--- src/rtl/qcr_pkg.sv ---
/*
  Constants for the quad-enable and continuous-read control block:
  command codes, mode-byte values, phase lengths and the parameter dword
  returned from the discoverable-parameter space.
  Assumes a serial flash front end clocked by the serial bus clock.
*/
package qcr_pkg;

  // Command codes
  localparam logic [7:0] OP_RD_STAT  = 8'h05;
  localparam logic [7:0] OP_RD_CFG   = 8'h35;
  localparam logic [7:0] OP_WR_STAT  = 8'h01;
  localparam logic [7:0] OP_RD_SFDP  = 8'h5A;
  localparam logic [7:0] OP_QIO_READ = 8'hEB;

  // Register bit positions
  localparam int QE_BIT   = 1;
  localparam int BUSY_BIT = 0;

  // Mode byte handling
  localparam logic [7:0] MODE_ENTER = 8'hA5;
  localparam logic [3:0] MODE_NIB   = 4'hA;
  localparam logic [7:0] MODE_EXIT  = 8'h00;
  localparam logic [3:0] RESET_NIB  = 4'hF;
  localparam logic [4:0] RESET_CLKS = 5'h08;

  // Phase end counts, one less than the phase length in clocks
  localparam logic [4:0] OPC_BITS   = 5'h07;
  localparam logic [4:0] ADDR_BITS  = 5'h17;
  localparam logic [4:0] WR_BITS    = 5'h0F;
  localparam logic [4:0] SFDP_DUMMY = 5'h07;
  localparam logic [4:0] ADDR_NIBS  = 5'h05;
  localparam logic [4:0] Q_DUMMY    = 5'h03;

  // Parameter dword 15 fields
  localparam logic [7:0] DW15_RFU     = 8'hFF;
  localparam logic       HOLD_WP_DIS  = 1'b0;
  localparam logic [2:0] QE_REQ       = 3'b101;
  localparam logic [3:0] M044_ENTRY   = 4'b1101;
  localparam logic [5:0] M044_EXIT    = 6'b11_1101;
  localparam logic       M044_SUPPORT = 1'b1;
  localparam logic [4:0] M444_ENABLE  = 5'b0_0000;
  localparam logic [3:0] M444_DISABLE = 4'b0000;
  localparam logic [31:0] SFDP_DW15 = {DW15_RFU, HOLD_WP_DIS, QE_REQ,
    M044_ENTRY, M044_EXIT, M044_SUPPORT, M444_ENABLE, M444_DISABLE};
  localparam logic [7:0] SFDP_BASE = 8'h38;
  localparam logic [7:0] SFDP_FILL = 8'hFF;

  typedef enum logic [3:0] {
    ST_OPCODE, ST_STAT_OUT, ST_CFG_OUT, ST_WR_DATA, ST_SFDP_ADDR,
    ST_SFDP_DUMMY, ST_SFDP_OUT, ST_Q_ADDR, ST_Q_MODE, ST_Q_DUMMY,
    ST_Q_OUT, ST_IGNORE
  } qcr_state_t;

endpackage

--- src/rtl/qcr_ctl.sv ---
/*
  Quad-enable and continuous 0-4-4 read control for a serial flash:
  status and configuration register reads, two-byte status write,
  discoverable-parameter dword 15, quad I/O read with mode byte.
  Assumes chip select and data lines are synchronous to clock, the
  host drives on the falling edge, and the array answers array_data
  combinationally for read_addr.
*/
module qcr_ctl
  import qcr_pkg::*;
(
  input  wire logic        clock,
  input  wire logic        nrst,
  input  wire logic        chip_select_n,
  input  wire logic [3:0]  quad_data_lines_in,
  output logic      [3:0]  quad_data_lines_out,
  output logic      [3:0]  quad_data_lines_oe_n,
  input  wire logic        operation_in_progress_flag,
  input  wire logic [7:0]  array_data,
  output logic      [23:0] read_addr,
  output logic             quad_io_enable_bit,
  output logic             cont_read_mode
);
  import qcr_pkg::*;

  function automatic logic [7:0] sfdp_byte(input logic [7:0] a);
    if (a[7:2] == SFDP_BASE[7:2])
      return SFDP_DW15[{a[1:0], 3'b000} +: 8];
    return SFDP_FILL;
  endfunction

  qcr_state_t  state_r, state_nxt;
  logic [4:0]  cnt_r, cnt_nxt;
  logic [23:0] sh_r;
  logic [23:0] addr_r;
  logic [7:1]  sr1_r;
  logic [7:0]  cfg1_r;
  logic        cont_r, cont_pend_r, mode_seen_r, ones_r;
  logic [3:0]  dout_r, oe_n_r;

  // Decode of incoming bits and phase ends
  wire         si         = quad_data_lines_in[0];
  wire [23:0]  sh_ser     = {sh_r[22:0], si};
  wire [23:0]  sh_quad    = {sh_r[19:0], quad_data_lines_in};
  wire [7:0]   opcode     = sh_ser[7:0];
  wire [7:0]   status1    = {sr1_r, operation_in_progress_flag};
  wire [2:0]   bit_idx    = ~cnt_r[2:0];
  wire         byte_end   = cnt_r[2:0] == 3'h7;
  wire         opc_done   = state_r == ST_OPCODE && cnt_r == OPC_BITS;
  wire         wr_done    = state_r == ST_WR_DATA && cnt_r == WR_BITS;
  wire         mode_done  = state_r == ST_Q_MODE && cnt_r[0];
  wire         all_ones   = quad_data_lines_in == RESET_NIB;
  wire         reset_hit  = mode_done && cont_r && ones_r && all_ones;
  wire [7:0]   mode_byte  = sh_quad[7:0];
  wire         mode_keep  = mode_byte[7:4] == MODE_NIB;
  // Mode as it stands after this cs-high edge commits
  wire         cont_commit = mode_seen_r ? cont_pend_r : cont_r;
  wire [7:0]   sfdp_cur   = sfdp_byte(addr_r[7:0]);
  wire         ser_bit    = state_r == ST_STAT_OUT ? status1[bit_idx] :
                            state_r == ST_CFG_OUT  ? cfg1_r[bit_idx] :
                            sfdp_cur[bit_idx];
  wire         ser_out    = state_r == ST_STAT_OUT ||
                            state_r == ST_CFG_OUT || state_r == ST_SFDP_OUT;
  wire [3:0]   q_nib      = cnt_r[0] ? array_data[3:0] : array_data[7:4];
  wire         q_out      = state_r == ST_Q_OUT;

  always_comb begin
    state_nxt = state_r;
    cnt_nxt   = cnt_r + 5'h01;
    case (state_r)
      ST_OPCODE: begin
        if (opc_done) begin
          cnt_nxt = 5'h00;
          case (opcode)
            OP_RD_STAT: state_nxt = ST_STAT_OUT;
            OP_RD_CFG:  state_nxt = ST_CFG_OUT;
            OP_WR_STAT: state_nxt = ST_WR_DATA;
            OP_RD_SFDP: state_nxt = ST_SFDP_ADDR;
            OP_QIO_READ: begin
              state_nxt = quad_io_enable_bit ? ST_Q_ADDR : ST_IGNORE;
            end
            default: state_nxt = ST_IGNORE;
          endcase
        end
      end
      ST_WR_DATA: begin
        if (wr_done)
          state_nxt = ST_IGNORE;
      end
      ST_SFDP_ADDR: begin
        if (cnt_r == ADDR_BITS) begin
          state_nxt = ST_SFDP_DUMMY;
          cnt_nxt   = 5'h00;
        end
      end
      ST_SFDP_DUMMY: begin
        if (cnt_r == SFDP_DUMMY) begin
          state_nxt = ST_SFDP_OUT;
          cnt_nxt   = 5'h00;
        end
      end
      ST_Q_ADDR: begin
        if (cnt_r == ADDR_NIBS) begin
          state_nxt = ST_Q_MODE;
          cnt_nxt   = 5'h00;
        end
      end
      ST_Q_MODE: begin
        if (mode_done) begin
          state_nxt = reset_hit ? ST_IGNORE : ST_Q_DUMMY;
          cnt_nxt   = 5'h00;
        end
      end
      ST_Q_DUMMY: begin
        if (cnt_r == Q_DUMMY) begin
          state_nxt = ST_Q_OUT;
          cnt_nxt   = 5'h00;
        end
      end
      ST_STAT_OUT, ST_CFG_OUT, ST_SFDP_OUT, ST_Q_OUT, ST_IGNORE: begin
        cnt_nxt = {2'b00, cnt_r[2:0] + 3'h1};
      end
      default: state_nxt = ST_IGNORE;
    endcase
    if (chip_select_n) begin
      state_nxt = cont_commit ? ST_Q_ADDR : ST_OPCODE;
      cnt_nxt   = 5'h00;
    end
  end

  always_ff @(posedge clock or negedge nrst) begin
    if (!nrst) begin
      state_r <= ST_OPCODE;
      cnt_r   <= 5'h00;
    end else begin
      state_r <= state_nxt;
      cnt_r   <= cnt_nxt;
    end
  end

  // Shift register and read address
  always_ff @(posedge clock or negedge nrst) begin
    if (!nrst) begin
      sh_r   <= 24'h00_0000;
      addr_r <= 24'h00_0000;
    end else begin
      sh_r <= (state_r == ST_Q_ADDR || state_r == ST_Q_MODE) ?
              sh_quad : sh_ser;
      if (state_r == ST_SFDP_ADDR && cnt_r == ADDR_BITS)
        addr_r <= sh_ser;
      else if (state_r == ST_Q_ADDR && cnt_r == ADDR_NIBS)
        addr_r <= sh_quad;
      else if ((state_r == ST_SFDP_OUT && byte_end) ||
               (q_out && cnt_r[0]))
        addr_r <= addr_r + 24'h00_0001;
    end
  end

  // Status and configuration write
  always_ff @(posedge clock or negedge nrst) begin
    if (!nrst) begin
      sr1_r  <= 7'h00;
      cfg1_r <= 8'h00;
    end else if (wr_done && !chip_select_n) begin
      sr1_r  <= sh_r[14:8];
      cfg1_r <= sh_ser[7:0];
    end
  end

  // Continuous read mode tracking
  always_ff @(posedge clock or negedge nrst) begin
    if (!nrst) begin
      cont_r      <= 1'b0;
      cont_pend_r <= 1'b0;
      mode_seen_r <= 1'b0;
      ones_r      <= 1'b1;
    end else if (chip_select_n) begin
      ones_r      <= 1'b1;
      mode_seen_r <= 1'b0;
      if (mode_seen_r)
        cont_r <= cont_pend_r;
    end else begin
      if (state_r == ST_Q_ADDR || state_r == ST_Q_MODE)
        ones_r <= ones_r && all_ones;
      if (reset_hit) begin
        cont_r <= 1'b0;
      end else if (mode_done) begin
        cont_pend_r <= mode_keep;
        mode_seen_r <= 1'b1;
      end
    end
  end

  // Output drivers
  always_ff @(posedge clock or negedge nrst) begin
    if (!nrst) begin
      dout_r <= 4'h0;
      oe_n_r <= 4'hF;
    end else if (chip_select_n) begin
      dout_r <= 4'h0;
      oe_n_r <= 4'hF;
    end else if (q_out) begin
      dout_r <= q_nib;
      oe_n_r <= 4'h0;
    end else if (ser_out) begin
      dout_r <= {2'b00, ser_bit, 1'b0};
      oe_n_r <= 4'hD;
    end else begin
      dout_r <= 4'h0;
      oe_n_r <= 4'hF;
    end
  end

  assign quad_data_lines_out = dout_r;
  assign quad_data_lines_oe_n = oe_n_r;
  assign read_addr           = addr_r;
  assign quad_io_enable_bit  = cfg1_r[QE_BIT];
  assign cont_read_mode      = cont_r;
endmodule

--- config.mk ---
export PLATFORM = sky130hd
export DESIGN_NAME = qcr_ctl
export DESIGN_NICKNAME = d
export VERILOG_FILES = /design/src/rtl/qcr_pkg.sv /design/src/rtl/qcr_ctl.sv
export SDC_FILE = /design/constraint.sdc
export NUM_CORES = 1
export LEC_CHECK = 0
export BUFFER_PORTS_ARGS = -buffer_cell sky130_fd_sc_hd__buf_4
export CAP_MARGIN = 5
export CORE_MARGIN = 2
export CORE_UTILIZATION = 34
export CTS_CLUSTER_SIZE = 24
export DETAILED_ROUTE_END_ITERATION = 8
export GPL_TIMING_DRIVEN = 0
export SLEW_MARGIN = 20
export SYNTH_ARGS = -nofsm -noshare
export SYNTH_HDL_FRONTEND = slang
export SYNTH_SLANG_ARGS = --single-unit
--- constraint.sdc ---
create_clock -name clock -period 5.4 [get_ports clock]
set_clock_uncertainty 0.2 [all_clocks]
set_input_delay 0.27 -clock clock [delete_from_list [all_inputs] [get_ports clock]]
set_output_delay 0.27 -clock clock [all_outputs]
set_load 0.005 [all_outputs]
Word-level counts from Yosys, hierarchy flattened --
Cells that the tools add are included. W data, S select, Z words.
Storage, ports and cells: output and inout bits 34, register bits 83
Operators by class: bitwise logic cells 3, shifts and indexed selects 1, magnitude comparators 1, equal/unequal tests 34, reduce and logical (&&, ||, !) cells 26, mux-type cells 51, $add $sub $neg 3
Operators with widths (count):
- $mux W24 | 3
- $mux W4 | 14
- $mux W5 | 7
- $pmux W5 S7 | 1
- $pmux W4 S8 | 1
- $shiftx A32 B6 Y8 const A | 1
- $add A24 B1 Y24 const B | 1
- $eq A4 B4 Y1 const B | 6
- $mux W23 | 1
- $ne A3 B3 Y1 const B | 7
- $pmux W4 S5 | 1
- $eq A4 B3 Y1 const B | 4
- $mux W8 | 2
- $mux W1 | 14
- $logic_and A1 B1 Y1 | 12
- $eq A5 B3 Y1 const B | 2
- $bmux W1 S3 | 3
- $eq A4 B2 Y1 const B | 2
- $eq A8 B1 Y1 const B | 1
- $eq A8 B3 Y1 const B | 1
- $eq A8 B6 Y1 const B | 1
- $eq A8 B7 Y1 const B | 1
- $eq A8 B8 Y1 const B | 1
- $reduce_and A8 Y1 | 1
- other kinds (22) | 31

Longest topological paths before layout --
depth in word-level cells 10, depth in mapped cells 10, gate-level depth less buffers 8

Worst setup path after synthesis --
OpenSTA, ideal clock, no wires.
kind register -> register, start point register cnt_r[1], end point register state_r[3], stages on the path, launching flop included 9, period minus slack after synthesis 2.428 ns, arrival 2.102 ns, data required time 5.074 ns, slack 2.972 ns, path through dfrtp_1 clkbuf_1 inv_1 ha_1 nand4bb_4 a311o_1 a211o_1 or2_4 o311a_1
Between the ends: cells in the longest elaborated chain, start to end 4
Ends and longest elaborated chain:
- start: declaration | line qcr_ctl.sv:33 | logic [4:0] cnt_r, cnt_nxt;
- start signal: assignment | line qcr_ctl.sv:137 | cnt_r <= cnt_nxt;
- $eq A5 B4 Y1 or $eq A5 B3 Y1 (tied branches) | line qcr_ctl.sv:50, qcr_ctl.sv:49, qcr_ctl.sv:97
- $logic_and A1 B1 Y1, on equally long branches | line qcr_ctl.sv:50, qcr_ctl.sv:49
- $ne A3 B3 Y1 (no line)
- $reduce_and A8 Y1 (no line) *
- end signal: assignment | line qcr_ctl.sv:136 | state_r <= state_nxt;
- end: declaration | line qcr_ctl.sv:32 | qcr_state_t state_r, state_nxt;
Mark *: on every way between the ends. The rest lies on a longest branch, timed or not. A chain may end at the register's enable or synchronous reset.

Worst setup path in the final report --
start point register cnt_r[1], end point register addr_r[8] (netlist: read_addr[8])
Between the ends: cells in the longest elaborated chain, start to end 4
Ends and longest elaborated chain:
- $eq A5 B3 Y1 or $eq A3 B3 Y1 (tied branches) | line qcr_ctl.sv:151, qcr_ctl.sv:48
- $logic_and A1 B1 Y1, on equally long branches | line qcr_ctl.sv:151, qcr_ctl.sv:153
- $mux W24 or $logic_or A1 B1 Y1 (tied branches) | line qcr_ctl.sv:151, qcr_ctl.sv:153
- $mux W24 or $reduce_bool A3 Y1 (tied branches)
- end signal: assignment | line qcr_ctl.sv:150 | addr_r <= sh_ser;
- end signal: assignment | line qcr_ctl.sv:152 | addr_r <= sh_quad;
- end signal: assignment | line qcr_ctl.sv:155 | addr_r <= addr_r + 24'h00_0001;
- end: declaration | line qcr_ctl.sv:35 | logic [23:0] addr_r;
Several ways; a longest one is shown, not always the timed one.

==> results.cfg <==
[placed_design]
numPortBuffers = 49
dp_hpwl_um = 9562
dpl_cell_area_mm2 = 0.005358
dp_cells = 706
gp_congestion = 0.9570

[timing]
worstMarginPinSlew_ps = 752.3
min_period_over_period = 0.5307
final-max-slew-violation-count = 0
hold_violations = 0
max_freq_mhz = 348.9
finalSetupTns_ps = 0
max-slew-margin-rel = 0.4984
setup_violations = 0
rsz0062_at_grt = false
period_minus_slack_ps = 2866

[synthesis]
ys_async_sr_fraction = 1.000
netlist_top_cells_area = dfrtp_1 41%, mux2_2 9.2%, o21ai_0 3.0%, nand2_1 2.6%, nor2_1 2.4%
yosysTopAreaCell = dfrtp_1
synth-main-ff-cell = dfrtp_1
synthesis.nets = 499
ys_seq_area_frac = 0.4262
synth_cell_types = 72
synth_edf_count = 0
synth_area_per_cell_um2 = 9.989
ys_warn_count = 0
synthDominantCellAreaShare = 0.4097
netlist_instances = 477
synth_area_mm2 = 0.004765
ys_seq_elements = 81

[cts]
cts_resized = 0
clk_root_buffer_cell = clkbuf_16
post_cts_buffers = 0
cts-htree-levels = 3
cts-buffers-inserted = 9
clk_latency_ps = 350
clock-sinks = 81
clockBufferDepth = 2
cts.reportedPaths.clkPinSlew_ps = 70
cts_tree = done

[worst_setup_path]
start_kind = flop
crit_required_ps = 5470
critPathKind = reg -> reg
cp-end-kind = flop
cp_data_arrival_time_ps = 2940
cp_max_fo = 10

[power_and_ir_drop]
power.density_mw_per_mm2 = 429.2
irDropWorstVdd_mv = 0.1900
p_total_uw = 2461
p_leak_uw = 0.002437

[floorplanning]
rows = 43
pin_count = 50
die_h_um = 122.4
die-width_um = 122.4
initial_core_util = 0.3459
die_area_mm2 = 0.01498
core-area_mm2 = 0.01377

[layout]
design_area_mm2 = 0.005736
drive_gt1_frac = 0.2632
final_cells = 731
antenna_cells = 0
fillers = 1371
finish.utilization = 0.4164
layout.nets = 568
syn2layout_area_growth_pct = 20.38

[route]
drt-total-wl_um = 13560
drtAntennaViolNets = 0
drt-initial-drc-count = 528
via_per_inst = 5.684
vias = 4155
routedWlPerCell_um = 18.55
dr.pass1.iters = 5
drcViolationCount = 0

[global_routing]
grt_use_met2 = 0.2931
grt_max_degree = 82
grt_overflow = 0
grt_antenna_before_repair = 0
globalRouteMet1Util = 0.2596
grt-busiest-layer = met2
grt.total_usage = 0.1872
grtUsageMet3 = 0.02649
grt_pass1_vias = 4080
grt_pass1_wl_um = 21670

[status]
status = finished, final reports clean

[job]
drv_cap = 0

[hold_path]
hp-class = in -> reg
-- what timing repair did --
item                                    CTS  global route
hold buffers                              9             0
endpoints found under the setup margin    0             0
hold endpoints to repair                 83             0
-- layout make-up --
type	count	area, µm²	area share
tap	180	225.2	0.03927
sequential	81	2031	0.3541
clock inverter	7	58.81	0.01025
inverter	14	52.55	0.009162
clock buffer	9	225.2	0.03927
timing repair buffer	58	461.7	0.08050
multi-input combinational	340	2462	0.4293
buffer	42	219.0	0.03818
-- registers in the layout, indices dropped and copies added, names as in the netlist --
signal                count
cont_read_mode            1
quad_data_lines_oe_n      2
quad_data_lines_out       4
cfg1_r                    8
state_r                   4
mode_seen_r               1
ones_r                    1
cnt_r                     5
read_addr                24
sr1_r                     7
sh_r                     23
cont_pend_r               1
-- critical path: stages, from the launching register on --
cell and delay [ps]:
dfrtp_1 340, clkbuf_1 440, inv_1 110, ha_1 230, nand4bb_4 130, or2_2 120
clkbuf_1 240, clkbuf_1 440, o21ai_0 190, a21o_1 190, a2bb2oi_1 150
-- worst paths after layout --
path | slack [ps] | from | cells past startpoint | end
max reg2reg | 2530 | cnt_r[1] | 10 | read_addr[8]
max | 2530 | cnt_r[1] | 10 | read_addr[8]
min | 7 | quad_data_lines_in[3] | 2 | sh_r[3]
max in group asynchronous | 4160 | nrst | 2 | read_addr[4]
min reg2reg | 270 | ones_r | 2 | ones_r
min in group asynchronous | 340 | nrst | 2 | cont_read_mode
-- synth_stat cells (9+ instances only) --
| library cell | number |
|---|---|
| clkbuf_1 | 21 |
| dfrtp_1 | 78 |
| a21oi_1 | 20 |
| nor3_1 | 11 |
| nand2_1 | 33 |
| inv_1 | 14 |
| a22oi_1 | 9 |
| o21ai_0 | 29 |
| mux2_2 | 39 |
| buf_2 | 10 |
| xnor2_1 | 11 |
| nand4_1 | 10 |
| nor2_1 | 30 |
| nand3_1 | 13 |
-- power by group --
group          internal [µW]  total, µW  switching [µW]
clock                    320        593             273
combinational            438        925             487
sequential               750        944             193
total                   1510       2460             953
-- layer usage --
layer | up-vias | share of wire
li1 | 1908 | -
met5 | - | 0
met3 | 28 | 0.066
met2 | 177 | 0.47
met4 | 0 | 0.024
met1 | 2042 | 0.44
-- cells by family after synthesis --
logic type	share of synthesized area
AND/OR/NAND/NOR	0.1725
adder cells (fa/ha/maj)	0.01576
AO/OA/AOI/OAI	0.1736
flip-flops	0.4262
buffers and inverters	0.05699
multiplexers	0.1237
XOR/XNOR	0.03125
-- per-stage QoR --
step                hold WS, ps  worst slack (ps)
floorplan                -225.6              2972
global placement          253.3              2578
detailed placement        262.7              2573
CTS                       2.472              2561
global route              4.277              2323
finish                    7.493              2534
-- cell usage in the layout (no fill, tap or decap), types with 4 or more instances in the layout --
| master | instances |
|---|---|
| a21oi_1 | 20 |
| mux2i_1 | 6 |
| o21ai_0 | 29 |
| clkbuf_1 | 21 |
| mux2_2 | 39 |
| dfrtp_1 | 78 |
| nand4_1 | 10 |
| nor4_1 | 8 |
| xnor2_1 | 11 |
| nor2_1 | 30 |
| a2bb2oi_1 | 5 |
| nor3b_1 | 4 |
| ha_1 | 6 |
| o311ai_0 | 6 |
| a22oi_1 | 9 |
| o211ai_1 | 8 |
| and4_1 | 5 |
| mux4_2 | 4 |
| nor3_1 | 11 |
| a31oi_1 | 4 |
| dlygate4sd3_1 | 9 |
| buf_4 | 51 |
| nand2b_1 | 5 |
| nand2_1 | 33 |
| inv_1 | 14 |
| clkbuf_16 | 9 |
| nand3_1 | 13 |
| buf_2 | 10 |
| xor2_1 | 6 |
No activity file was read; power rests on OpenSTA's default activity.
